### config.mk
export PLATFORM = sky130hd
export DESIGN_NAME = dcc_channel_ctrl
export DESIGN_NICKNAME = d
export VERILOG_FILES = /design/src/pkg/dcc_pkg.sv /design/src/verilog/dcc_view_decode.sv /design/src/verilog/dcc_channel_ctrl.sv
export SDC_FILE = /design/constraint.sdc
export NUM_CORES = 2
export LEC_CHECK = 0
export BUFFER_PORTS_ARGS = -buffer_cell sky130_fd_sc_hd__buf_2
export CAP_MARGIN = 20
export CELL_PAD_IN_SITES_DETAIL_PLACEMENT = 1
export CELL_PAD_IN_SITES_GLOBAL_PLACEMENT = 2
export CORE_MARGIN = 2
export CORE_UTILIZATION = 45
export CTS_CLUSTER_DIAMETER = 80
export CTS_CLUSTER_SIZE = 40
export DETAILED_ROUTE_END_ITERATION = 10
export PLACE_DENSITY = 0.95
export SYNTH_ARGS = -nofsm -noshare
export SYNTH_HDL_FRONTEND = slang
export SYNTH_SLANG_ARGS = --single-unit
export TNS_END_PERCENT = 30
### constraint.sdc
create_clock -name clock -period 103.7 [get_ports clock]
set_input_delay 10.37 -clock clock [delete_from_list [all_inputs] [get_ports clock]]
set_output_delay 10.37 -clock clock [all_outputs]
set_load 0.02 [all_outputs]
### src/pkg/dcc_pkg.sv
// dcc_pkg: register map, field positions and engine encodings of the
// dma channel control block; shared by the control module and its decoder.
package dcc_pkg;

  // global registers (byte addresses)
  localparam logic [11:0] DCC_GE = 12'h000;
  localparam logic [11:0] DCC_GD = 12'h004;
  localparam logic [11:0] DCC_GS = 12'h008;
  localparam logic [11:0] DCC_GIE = 12'h00c;
  // channel n occupies DCC_CH_BASE * (n + 1) .. + 12'h03f
  localparam logic [11:0] DCC_CH_BASE = 12'h040;
  localparam logic [5:0] DCC_CIE = 6'h00;
  localparam logic [5:0] DCC_CIS = 6'h04;
  localparam logic [5:0] DCC_CNDA = 6'h08;
  localparam logic [5:0] DCC_CNDC = 6'h0c;
  localparam logic [5:0] DCC_CSA = 6'h10;
  localparam logic [5:0] DCC_CDA = 6'h14;
  localparam logic [5:0] DCC_CBC = 6'h18;
  localparam logic [5:0] DCC_CDSM = 6'h1c;
  localparam logic [5:0] DCC_CSUS = 6'h20;
  localparam logic [5:0] DCC_CDUS = 6'h24;

  // next_descriptor_control_reg fields
  localparam int DCC_NDC_FE = 0;
  localparam int DCC_NDC_SUP = 1;
  localparam int DCC_NDC_DUP = 2;
  localparam int DCC_NDC_VIEW = 3;
  // channel irq status / enable bits
  localparam int DCC_IRQ_BLK = 0;
  localparam int DCC_IRQ_LST = 1;
  // descriptor_microblock_control word fields
  localparam int DCC_UBC_NDE = 24;
  localparam int DCC_UBC_VIEW = 27;
  localparam int DCC_BLOCK_LENGTH_W = 24;
  localparam logic [31:0] DCC_RESET_WORD = 32'h0000_0000;

  // index of the last word of a descriptor for each view
  localparam logic [2:0] DCC_VIEW0_LAST = 3'h1;
  localparam logic [2:0] DCC_VIEW1_LAST = 3'h2;
  localparam logic [2:0] DCC_VIEW2_LAST = 3'h3;
  localparam logic [2:0] DCC_VIEW3_LAST = 3'h4;

  typedef enum logic [2:0] {
    DCC_ROLE_NDA = 3'h0,
    DCC_ROLE_UBC = 3'h1,
    DCC_ROLE_SRC = 3'h2,
    DCC_ROLE_DST = 3'h3,
    DCC_ROLE_BLOCK_LENGTH = 3'h4
  } dcc_role_t;

  typedef enum logic [1:0] {
    DCC_E_IDLE = 2'b00,
    DCC_E_FETCH = 2'b01,
    DCC_E_MOVE = 2'b11
  } dcc_eng_t;

endpackage

### src/verilog/dcc_view_decode.sv
// dcc_view_decode: maps a descriptor view and a word index to the
// role of that word and the index of the view's last word.
// assumes idx never runs past last_idx; purely combinational.
`timescale 1ns/100ps
`default_nettype none
module dcc_view_decode
  import dcc_pkg::*;
(
  input wire logic [1:0] view,
  input wire logic [2:0] idx,
  output logic [2:0] last_idx,
  output dcc_pkg::dcc_role_t role
);

  // longer views append words, so the role depends only on the index
  always_comb
  begin
    case (view)
      2'h0: last_idx = DCC_VIEW0_LAST;
      2'h1: last_idx = DCC_VIEW1_LAST;
      2'h2: last_idx = DCC_VIEW2_LAST;
      default: last_idx = DCC_VIEW3_LAST;
    endcase
    case (idx)
      3'h0: role = DCC_ROLE_NDA;
      3'h1: role = DCC_ROLE_UBC;
      3'h2: role = DCC_ROLE_SRC;
      3'h3: role = DCC_ROLE_DST;
      default: role = DCC_ROLE_BLOCK_LENGTH;
    endcase
  end

endmodule
`default_nettype wire

### src/verilog/dcc_channel_ctrl.sv
// dcc_channel_ctrl: apb register file and shared engine of a multi
// channel dma controller: descriptor fetch, microblock moves, status, irq.
// assumes an apb master, a memory port answering fetch_req with one
// fetch_ack pulse per word and a mover answering move_req with move_done.
//
// The implementer's own choices: the placing of the registers and the APB register port.
`timescale 1ns/100ps
`default_nettype none
// What this block does
// - reading channel irq status clears its pending bits
// - each descriptor is decoded by the view chosen for it
// - a descriptor with next-enable zero ends the list, no more fetches
// - next descriptor address holds first pointer and master select bit
// - descriptors are fetched only while descriptor fetch enable is set
// - source update set loads source address from each descriptor
// - destination update set loads destination address from each descriptor
// - view field of next descriptor control sizes the first fetch
// - block length gives microblocks moved before end of block; zero moves one
// - control and stride registers at zero mean no list, no striding
// - block irq needs channel enable and global channel gate both set
// - channel offers an end of list irq enabled by its enable bit
// - writing one to a global enable bit starts channel, sets status
// - block completion sets end of block flag, irq only when enabled and gated; last block clears global status
// - global disable write stops channel; status clears when it halts
module dcc_channel_ctrl
  import dcc_pkg::*;
#(
  parameter int NCH = 4,
  localparam int CW = $clog2(NCH)
)
(
  input wire logic clock,
  input wire logic sys_rst,
  input wire logic psel,
  input wire logic penable,
  input wire logic pwrite,
  input wire logic [11:0] paddr,
  input wire logic [31:0] pwdata,
  output logic [31:0] prdata,
  output logic pready,
  output logic pslverr,
  output logic irq,
  output logic fetch_req,
  output logic [31:0] fetch_addr,
  output logic fetch_if,
  input wire logic fetch_ack,
  input wire logic [31:0] fetch_data,
  output logic move_req,
  output logic [CW-1:0] move_chan,
  output logic [31:0] move_src,
  output logic [31:0] move_dst,
  input wire logic move_done
);

  typedef struct packed {
    logic pready;
    logic pslverr;
    logic [31:0] prdata;
    logic irq;
    logic fetch_req;
    logic [31:0] fetch_addr;
    logic fetch_if;
    logic move_req;
    logic [CW-1:0] move_chan;
    logic [31:0] move_src;
    logic [31:0] move_dst;
    dcc_eng_t eng;
    logic [CW-1:0] cur;
    logic [2:0] widx;
    logic [1:0] view;
    logic [1:0] nview;
    logic last_desc;
    logic list_mode;
    logic abort;
    logic [DCC_BLOCK_LENGTH_W-1:0] mbcnt;
    logic [NCH-1:0] gs;
    logic [NCH-1:0] gie;
    logic [NCH-1:0][1:0] cie;
    logic [NCH-1:0][1:0] cis;
    logic [NCH-1:0][4:0] ndc;
    logic [NCH-1:0][DCC_BLOCK_LENGTH_W-1:0] block_length;
    logic [NCH-1:0][31:0] next_descriptor_pointer;
    logic [NCH-1:0][31:0] sa;
    logic [NCH-1:0][31:0] da;
    logic [NCH-1:0][31:0] dsm;
    logic [NCH-1:0][31:0] sus;
    logic [NCH-1:0][31:0] dus;
  } dcc_state_t;

  dcc_state_t st;
  dcc_state_t next_st;
  logic acc, rd, wr, hit;
  logic [CW-1:0] wch;
  logic [6:0] chx;
  logic [NCH-1:0] ge_w, gd_w, pend;
  logic [2:0] wlast;
  dcc_role_t role;

  // channel window decode, shared by the read and the write paths
  function automatic logic [6:0] chan_hit(input logic [11:0] a);
    logic [5:0] slot;
    slot = a[11:6];
    chan_hit = {(slot != 6'h00) && (int'(slot) <= NCH), slot - 6'h01};
  endfunction

  // lowest numbered pending channel wins the engine
  function automatic logic [CW-1:0] first_one(input logic [NCH-1:0] v);
    first_one = '0;
    for (int i = NCH - 1; i >= 0; i--)
    begin
      if (v[i])
        first_one = CW'(i);
    end
  endfunction

  function automatic dcc_state_t start_fetch(input dcc_state_t s, input logic [31:0] ptr,
                                             input logic [1:0] view);
    s.fetch_req = 1'b1;
    s.fetch_addr = {ptr[31:2], 2'b00};
    s.fetch_if = ptr[0];
    s.view = view;
    s.widx = 3'h0;
    s.list_mode = 1'b1;
    s.eng = DCC_E_FETCH;
    return s;
  endfunction

  function automatic dcc_state_t start_move(input dcc_state_t s);
    s.mbcnt = '0;
    s.move_req = 1'b1;
    s.move_chan = s.cur;
    s.move_src = s.sa[s.cur];
    s.move_dst = s.da[s.cur];
    s.eng = DCC_E_MOVE;
    return s;
  endfunction

  // channel halts: status drops so software polling sees it stop
  function automatic dcc_state_t finish(input dcc_state_t s);
    s.gs[s.cur] = 1'b0;
    s.fetch_req = 1'b0;
    s.move_req = 1'b0;
    s.abort = 1'b0;
    s.eng = DCC_E_IDLE;
    return s;
  endfunction

  // apb completes in the access cycle after pready was registered high
  assign acc = psel && penable && st.pready;
  assign rd = acc && !pwrite;
  assign wr = acc && pwrite;
  // decoded once; a bit select straight off a call is not legal
  assign chx = chan_hit(paddr);
  assign hit = chx[6];
  assign wch = CW'(chx[5:0]);
  assign ge_w = (wr && paddr == DCC_GE) ? pwdata[NCH-1:0] : '0;
  assign gd_w = (wr && paddr == DCC_GD) ? pwdata[NCH-1:0] : '0;
  assign pend = st.gs & ~gd_w;

  dcc_view_decode u_view (
    .view(st.view),
    .idx(st.widx),
    .last_idx(wlast),
    .role(role)
  );

  // next state: read clears first, then engine events, then bus writes
  always_comb
  begin
    logic [DCC_BLOCK_LENGTH_W-1:0] block_length_eff;
    logic stop;
    logic [NCH-1:0] busy_mask;
    block_length_eff = '0;
    stop = 1'b0;
    busy_mask = '0;
    next_st = st;
    next_st.pready = 1'b0;
    // read clear comes before engine sets, so a same-cycle event survives
    if (rd && hit && paddr[5:0] == DCC_CIS)
      next_st.cis[wch] = 2'b00;
    if (st.eng != DCC_E_IDLE)
    begin
      busy_mask[st.cur] = 1'b1;
      if (gd_w[st.cur])
        next_st.abort = 1'b1;
    end
    stop = st.abort || gd_w[st.cur];
    block_length_eff = (st.block_length[st.cur] == '0) ? DCC_BLOCK_LENGTH_W'(1) : st.block_length[st.cur];
    case (st.eng)
      DCC_E_IDLE:
      begin
        if (pend != '0)
        begin
          next_st.cur = first_one(pend);
          next_st.abort = 1'b0;
          next_st.last_desc = 1'b1;
          next_st.list_mode = 1'b0;
          // fetch enable clear (all-zero control) runs a single block
          if (st.ndc[next_st.cur][DCC_NDC_FE])
            next_st = start_fetch(next_st, st.next_descriptor_pointer[next_st.cur],
                                  st.ndc[next_st.cur][DCC_NDC_VIEW+:2]);
          else
            next_st = start_move(next_st);
        end
      end
      DCC_E_FETCH:
      begin
        if (fetch_ack)
        begin
          case (role)
            DCC_ROLE_NDA: next_st.next_descriptor_pointer[st.cur] = fetch_data;
            DCC_ROLE_UBC:
            begin
              next_st.last_desc = !fetch_data[DCC_UBC_NDE];
              next_st.nview = fetch_data[DCC_UBC_VIEW+:2];
            end
            DCC_ROLE_SRC:
            begin
              if (st.ndc[st.cur][DCC_NDC_SUP])
                next_st.sa[st.cur] = fetch_data;
            end
            DCC_ROLE_DST:
            begin
              if (st.ndc[st.cur][DCC_NDC_DUP])
                next_st.da[st.cur] = fetch_data;
            end
            default: next_st.block_length[st.cur] = fetch_data[DCC_BLOCK_LENGTH_W-1:0];
          endcase
          if (st.widx == wlast)
          begin
            next_st.fetch_req = 1'b0;
            if (stop)
              next_st = finish(next_st);
            else
              next_st = start_move(next_st);
          end
          else
          begin
            next_st.widx = st.widx + 3'h1;
            next_st.fetch_addr = st.fetch_addr + 32'h4;
          end
        end
      end
      DCC_E_MOVE:
      begin
        if (move_done)
        begin
          if (stop)
            next_st = finish(next_st);
          else if (st.mbcnt + DCC_BLOCK_LENGTH_W'(1) >= block_length_eff)
          begin
            next_st.cis[st.cur][DCC_IRQ_BLK] = 1'b1;
            next_st.move_req = 1'b0;
            if (!st.last_desc)
              next_st = start_fetch(next_st, next_st.next_descriptor_pointer[st.cur], st.nview);
            else
            begin
              if (st.list_mode)
                next_st.cis[st.cur][DCC_IRQ_LST] = 1'b1;
              next_st = finish(next_st);
            end
          end
          else
            next_st.mbcnt = st.mbcnt + DCC_BLOCK_LENGTH_W'(1);
        end
      end
      default: next_st.eng = DCC_E_IDLE;
    endcase
    // idle channels stop at once; the busy one waits for its handshake
    next_st.gs = next_st.gs & ~(gd_w & ~busy_mask);
    next_st.gs = next_st.gs | ge_w;
    if (wr && paddr == DCC_GIE)
      next_st.gie = pwdata[NCH-1:0];
    // setup registers are frozen while their channel runs
    if (wr && hit)
    begin
      if (paddr[5:0] == DCC_CIE)
        next_st.cie[wch] = pwdata[1:0];
      else if (!st.gs[wch])
      begin
        case (paddr[5:0])
          DCC_CNDA: next_st.next_descriptor_pointer[wch] = {pwdata[31:2], 1'b0, pwdata[0]};
          DCC_CNDC: next_st.ndc[wch] = pwdata[4:0];
          DCC_CSA: next_st.sa[wch] = pwdata;
          DCC_CDA: next_st.da[wch] = pwdata;
          DCC_CBC: next_st.block_length[wch] = pwdata[DCC_BLOCK_LENGTH_W-1:0];
          DCC_CDSM: next_st.dsm[wch] = pwdata;
          DCC_CSUS: next_st.sus[wch] = pwdata;
          DCC_CDUS: next_st.dus[wch] = pwdata;
          default: next_st.dsm[wch] = st.dsm[wch];
        endcase
      end
    end
    // read data is registered in the setup cycle, zero wait states
    if (psel && !penable)
    begin
      next_st.pready = 1'b1;
      next_st.pslverr = 1'b0;
      next_st.prdata = DCC_RESET_WORD;
      if (paddr == DCC_GS)
        next_st.prdata = {{(32 - NCH){1'b0}}, st.gs};
      else if (paddr == DCC_GIE)
        next_st.prdata = {{(32 - NCH){1'b0}}, st.gie};
      else if (paddr == DCC_GE || paddr == DCC_GD)
        next_st.prdata = DCC_RESET_WORD;
      else if (hit)
      begin
        case (paddr[5:0])
          DCC_CIE: next_st.prdata = {30'h0, st.cie[wch]};
          DCC_CIS: next_st.prdata = {30'h0, st.cis[wch]};
          DCC_CNDA: next_st.prdata = st.next_descriptor_pointer[wch];
          DCC_CNDC: next_st.prdata = {27'h0, st.ndc[wch]};
          DCC_CSA: next_st.prdata = st.sa[wch];
          DCC_CDA: next_st.prdata = st.da[wch];
          DCC_CBC: next_st.prdata = {8'h0, st.block_length[wch]};
          DCC_CDSM: next_st.prdata = st.dsm[wch];
          DCC_CSUS: next_st.prdata = st.sus[wch];
          DCC_CDUS: next_st.prdata = st.dus[wch];
          default: next_st.pslverr = 1'b1;
        endcase
      end
      else
        next_st.pslverr = 1'b1;
    end
    // level irq: channel flag, its enable and the global gate
    next_st.irq = 1'b0;
    for (int i = 0; i < NCH; i++)
    begin
      if (((next_st.cis[i] & next_st.cie[i]) != 2'b00) && next_st.gie[i])
        next_st.irq = 1'b1;
    end
  end

  // single state register
  always_ff @(posedge clock or posedge sys_rst)
  begin
    if (sys_rst)
      st <= '0;
    else
      st <= next_st;
  end

  assign prdata = st.prdata;
  assign pready = st.pready;
  assign pslverr = st.pslverr;
  assign irq = st.irq;
  assign fetch_req = st.fetch_req;
  assign fetch_addr = st.fetch_addr;
  assign fetch_if = st.fetch_if;
  assign move_req = st.move_req;
  assign move_chan = st.move_chan;
  assign move_src = st.move_src;
  assign move_dst = st.move_dst;
endmodule
`default_nettype wire

After elaboration in Yosys (flattened, before gate mapping) --
Cells that the tools add are included.
Cells by class: equality and inequality tests 36, $add $sub $neg 4, bitwise logic cells 20, magnitude comparators 7, multiplexer cells 148, reduce and logical (&&, ||, !) cells 54
Operator list (number):
- 2-to-1 mux 1047 bit | 6
- case mux 944 bit (3 select lines) | 1
- 2-to-1 mux 884 bit | 3
- 2-to-1 mux 128 bit | 14
- bitwise mux 128 bit | 10
- 2-to-1 mux 1013 bit | 1
- 2-to-1 mux 939 bit | 1
- 2-to-1 mux 908 bit | 1
- binary-select mux 32 bit (select 2 bit) | 12
- 2-to-1 mux 32 bit | 19
- case mux 32 bit (10 select lines) | 1
- case mux 101 bit (3 select lines) | 1
- case mux 128 bit (2 select lines) | 1
- bitwise mux 96 bit | 2
- 2-to-1 mux 96 bit | 2
- 2-to-1 mux 24 bit | 6
- demux 32 bit (select 2 bit) | 2
- 2-to-1 mux 115 bit | 1
- binary-select mux 24 bit (select 2 bit) | 2
- demux 24 bit (select 2 bit) | 2
- 2-to-1 mux 72 bit | 1
- 2-to-1 mux 34 bit | 1
- adder 32 x 3 -> 32 bit (second input constant) | 1
- 2-to-1 mux 8 bit | 4
- 66 further kinds | 174
Storage, ports and cells: register bits 1082, input port bits 83

Depth between registers and ports, before layout --
depth in word-level cells 28, mapped depth 20

Hierarchy --
A second synthesis with hierarchy kept.
Second synthesis, totals: cells, all modules 6276, area, all modules 62577.5 um^2
Modules (own cells, without submodules):
- dcc_channel_ctrl | instances 1, seq. area each 27025.9 um^2, area an instance 62510.0 um^2, cells each 6267
- dcc_view_decode | instances 1, seq. area each 0.0 um^2, area an instance 67.6 um^2, cells each 9

Worst setup path before layout --
Ideal clock, no wire load.
path kind input -> register, start point input paddr[6], end point register st, in the netlist fetch_if, cell stages on the path 17, arrival time 14405 ps, setup slack 89160 ps, path buffers 7, library setup time 135 ps, path through buf_2 buf_2 buf_1 clkbuf_1 inv_1 ha_1 and4bb_1 and4_1 buf_2 a21boi_1 nand2_1 a21oi_2 buf_4 buf_6 mux4_2 a21oi_1 mux2i_1
On the way: word-level cells in the longest chain between the ends 16, elaborated cells between the ends (all ways) 26
Ends and longest elaborated chain:
- start: declaration | RTL line dcc_channel_ctrl.sv:37 | input wire logic [11:0] paddr,
- equality test 12 x 3 -> 1 bit (*) | RTL line dcc_channel_ctrl.sv:157 | assign gd_w = (wr && paddr == DCC_GD) ? pwdata[NCH-1:0] : '0;
- logical AND 1 bit (*) | RTL line dcc_channel_ctrl.sv:157
- 2-to-1 mux 4 bit (*) | RTL line dcc_channel_ctrl.sv:157
- NOT 4 bit | RTL line dcc_channel_ctrl.sv:158 | assign pend = st.gs & ~gd_w;
- bitwise AND 4 bit | RTL line dcc_channel_ctrl.sv:158
- 2-to-1 mux 2 bit (4 in series) | RTL line dcc_channel_ctrl.sv:111 | if (v[i])
- 2-to-1 mux 2 bit | RTL line dcc_channel_ctrl.sv:192 | if (pend != '0)
- 2-to-1 mux 2 bit | RTL line dcc_channel_ctrl.sv:189 | case (st.eng)
- binary-select mux 32 bit (select 2 bit) | RTL line dcc_channel_ctrl.sv:200 | next_st = start_fetch(next_st, st.next_descriptor_pointer[next_st.cur],
- 2-to-1 mux 32 bit (implied by the code) | RTL line dcc_channel_ctrl.sv:200
- 2-to-1 mux 1047 bit | RTL line dcc_channel_ctrl.sv:199 | if (st.ndc[next_st.cur][DCC_NDC_FE])
- 2-to-1 mux 1047 bit | RTL line dcc_channel_ctrl.sv:192
- case mux 101 bit (3 select lines) | RTL line dcc_channel_ctrl.sv:189
- end signal: assignment | RTL line dcc_channel_ctrl.sv:340 | st <= next_st;
- end: declaration | RTL line dcc_channel_ctrl.sv:90 | dcc_state_t st;
Mark *: on every way between the ends. The rest lies on a longest branch, timed or not. The select of a mux whose other input is x is not followed. A chain may end at the register's enable or synchronous reset.

Final worst setup path --
start point input paddr[1], end point register st, in the netlist move_dst[8]
On the way: word-level cells in the longest chain between the ends 16, elaborated cells between the ends (all ways) 26
Ends and longest elaborated chain:
- equality test 12 x 3 -> 1 bit (*) | RTL line dcc_channel_ctrl.sv:157
- logical AND 1 bit (*) | RTL line dcc_channel_ctrl.sv:157
- 2-to-1 mux 4 bit (*) | RTL line dcc_channel_ctrl.sv:157
- NOT 4 bit | RTL line dcc_channel_ctrl.sv:158
- bitwise AND 4 bit | RTL line dcc_channel_ctrl.sv:158
- 2-to-1 mux 2 bit (4 in series) | RTL line dcc_channel_ctrl.sv:111
- 2-to-1 mux 2 bit | RTL line dcc_channel_ctrl.sv:192
- 2-to-1 mux 2 bit | RTL line dcc_channel_ctrl.sv:189
- binary-select mux 32 bit (select 2 bit) | RTL line dcc_channel_ctrl.sv:133 | s.move_dst = s.da[s.cur];
- 2-to-1 mux 32 bit (implied by the code) | RTL line dcc_channel_ctrl.sv:133
- 2-to-1 mux 1047 bit | RTL line dcc_channel_ctrl.sv:199
- 2-to-1 mux 1047 bit | RTL line dcc_channel_ctrl.sv:192
- case mux 101 bit (3 select lines) | RTL line dcc_channel_ctrl.sv:189
Marked as above.

==> impl_metrics.csv <==
group,metric,value,unit
synth,synth_commonest_cells,"dfrtp_1, a21oi_1, nor2_1",
routing,vias_per_cell,7.24,
placement,hpwl,170000,um
placement,gp_congestion,0.935,
routing,route.met2.wl,112000,um
routing,drt_iter0_markers,7855,
placement,numPortBuffers,216,
global_routing,antenna_found_initial,31,
clocking,cts_root_buf,"clkbuf_16",
synth,syn_area_per_cell,10.1,um2
synth,ys_async_sr_fraction,100,%
floorplanning,initial_core_util,45.4,%
power_and_ir_drop,powerDensity,17.6,mW/mm2
setup_path,cp-end-kind,"register",
floorplanning,io_pins,219,
finish,syn_to_final_growth,5.62,%
floorplanning,die_x,374,um
setup_path,crit_fanout,77,
synth,ys_seq_area_share,43.9,%
timing,relSlewSlack,20.3,%
power_and_ir_drop,combPwrFrac,30.2,%
timing,worst_pin_slew,1.18,ns
clocking,h-tree-depth,2,
routing,postRouteAntennaNets,0,
global_routing,grt_pass1_vias,56000,
clocking,cts_setup_buffers,0,
synth,ys_types,82,
synth,ys_seq_elements,1080,
run,max_cap_viol_count,0,
synth,synth.top_cell.area_share,43.9,%
synth,synth_compound_area_share,20.5,%
clocking,hold_buffers,0,
timing,skew,0.0664,ns
routing,top_layer,"met5",
global_routing,grt_pass1_wl,386000,um
synth,synthSimpleGateAreaFrac,9.92,%
clocking,cts_sinks,1080,
setup_path,crit_type,"in -> reg",
synth,synth-xor-area-share,0.640,%
synth,yosysMostFrequentCell,"dfrtp_1",
power_and_ir_drop,p_leak,28.2,nW
routing,routed-via-count,55100,
power_and_ir_drop,p_switching,0.000481,W
routing,drc,0,
synth,synth_area_leader_cell,"dfrtp_1",
routing,drtPass1Iterations,6,
clocking,path_clk_slew,0.11,ns
power_and_ir_drop,power_frac_clock,26.5,%
synth,ys_top_cells_by_area,"dfrtp_1, mux4_2, a22oi_1, a21oi_1, mux2_2",
timing,setup_viol,0,
power_and_ir_drop,p_sw_share,41.9,%
floorplanning,rows,135,
timing,period_needed,14.92,ns
power_and_ir_drop,ir_drop,0.0139,mV
routing,routed-wl-met3,35200,um
finish,final_util,48.0,%
synth,ys_warn_count,0,
setup_path,cp-start-kind,"input port",
timing,whs,0.487,ns
clocking,cts_tree,"yes",
power_and_ir_drop,seqPwrFrac,43.4,%
synth,synth_top_family_by_area,"compound AO/OA/AOI/OAI gates",
floorplanning,die-height,374,um
timing,hold_viol,0,
run_status,outcome,"complete, no violations",
routing,wl_per_cell,34.8,um
floorplanning,coreArea,0.136,mm2
floorplanning,die-area,0.140,mm2
clocking,clock_latency,0.77,ns
finish,drive_above_1_share,19.6,%
routing,drt-total-wl,265000,um
clocking,cts_buffer_depth,3,
clocking,postCtsResizedCells,0,
timing,max_freq,0.0670,GHz
timing,rsz0062_at_grt,"false",
global_routing,grt_max_degree,123,
power_and_ir_drop,p_int,0.000666,W
timing,period_share,14.4,%
hold_path,min_path_type,"reg -> reg",
synth,synthAdderAreaFrac,0.812,%
synth,syn_inst,6126,
clocking,numCtsBuffers,59,
synth,dominantRegCellSynth,"dfrtp_1",
routing,drt-met1-wl,95800,um
synth,synth_edf_count,0,
timing,tns,0,ns
timing,maxSlewViolCount,0,
setup_path,cp.arrival,15.61,ns
global_routing,grt_use_total,37.1,%
synth,syn_area,0.0616,mm2
setup_path,worstPathRequired,104.40,ns
synth,muxShareOfSynthArea,18.1,%
finish,nNetsFinal,5896,
global_routing,grt-ovfl-total,0,
[per-layer routing]
metal | up-vias | GRT usage, %
met5 | - | 0
met4 | 38 | 25.7
met3 | 950 | 11.8
met2 | 3980 | 53.3
met1 | 28300 | 47.5
li1 | 21800 | -
[power by group through the flow]
stage	Clock (W)	Sequential [W]	Combinational, W
after detailed placement	0	0.000502	0.000332
after CTS	0.000305	0.000495	0.000334
after floorplan	0	0.000482	0.000225
after global routing	0.000318	0.000499	0.000356
after global placement	0	0.000502	0.000324
final	0.000303	0.000497	0.000346
[state kept, by name, summed over array words and instances (netlist names)]
| name | flops |
|---|---|
| st | 946 |
| move_src | 32 |
| fetch_if | 1 |
| pslverr | 1 |
| pready | 1 |
| move_chan | 2 |
| fetch_req | 1 |
| move_req | 1 |
| irq | 1 |
| fetch_addr | 30 |
| prdata | 32 |
| move_dst | 32 |
[worst paths after layout]
kind	startpoint	to	slack, ns	cells past startpoint
worst max-delay path	paddr[1]	move_dst[8]	88.78	12
worst max register to register	st[942]	st[919]	97.52	15
worst min-delay path	prdata[4]	prdata[4]	0.49	1
worst min register to register	prdata[4]	prdata[4]	0.49	1
max in group asynchronous	sys_rst	move_src[22]	89.97	6
min in group asynchronous	sys_rst	st[322]	9.75	2
[layout make-up]
| type | instances | area [um2] |
|---|---|---|
| sequential | 1080 | 27000 |
| antenna | 8 | 20.0 |
| multi-input combinational | 4206 | 31100 |
| inverter | 69 | 267 |
| clock buffer | 63 | 1510 |
| clock inverter | 48 | 687 |
| fill | 14800 | 70500 |
| tap | 1781 | 2230 |
| timing repair buffer | 357 | 2240 |
[critical path, stage by stage]
cell	delay [ns]
buf_2	0.13
nor4_2	0.80
nand4_1	0.62
o21ai_2	0.29
buf_4	0.44
a41oi_1	0.36
o211ai_2	0.35
nor4b_4	0.30
buf_4	0.59
buf_4	0.85
nor2_1	0.15
a21oi_1	0.18
[stage by stage]
| step | std cells | setup slack, ns | total power (W) | instance area [um2] |
|---|---|---|---|---|
| finish | 7612 | 88.78 | 0.00115 | 65100 |
| global route | 7605 | 88.51 | 0.00117 | 65100 |
| CTS | 7600 | 88.93 | 0.00113 | 65000 |
| detailed placement | 7489 | 88.13 | 0.000834 | 62800 |
| global placement | 7487 | 88.26 | 0.000825 | 62800 |
| floorplan | 6127 | 62.93 | 0.000707 | 61600 |
[placed cells by master (no fill, tap or decap), types with 19 or more instances in the layout]
cell and count:
inv_1 68, nand4_1 28, nand2_1 459, xnor2_1 24, o21ai_0 299, a21oi_1 746
nand2b_1 28, nand2_2 24, a221oi_1 72, and3_1 44, a211oi_1 39, a31oi_1 30
mux2i_1 85, nand3_1 53, ha_1 39, buf_4 132, dfrtp_1 1078, a32oi_1 35
nor3_1 19, o22ai_1 21, mux4_2 332, buf_2 216, and2_1 19, nor2_1 682
a22o_1 22, xor2_1 21, mux2_2 253, a22oi_1 566, o211ai_1 24, clkbuf_16 59
a21o_1 27
[logic make-up after synthesis]
group,Yosys count
compound gates,1997
fa+ha+maj,40
flops,1080
simple gates,1452
buf+inv,841
other cells,1
xor+xnor,45
mux,670
No activity file was read; power rests on OpenSTA's default activity.
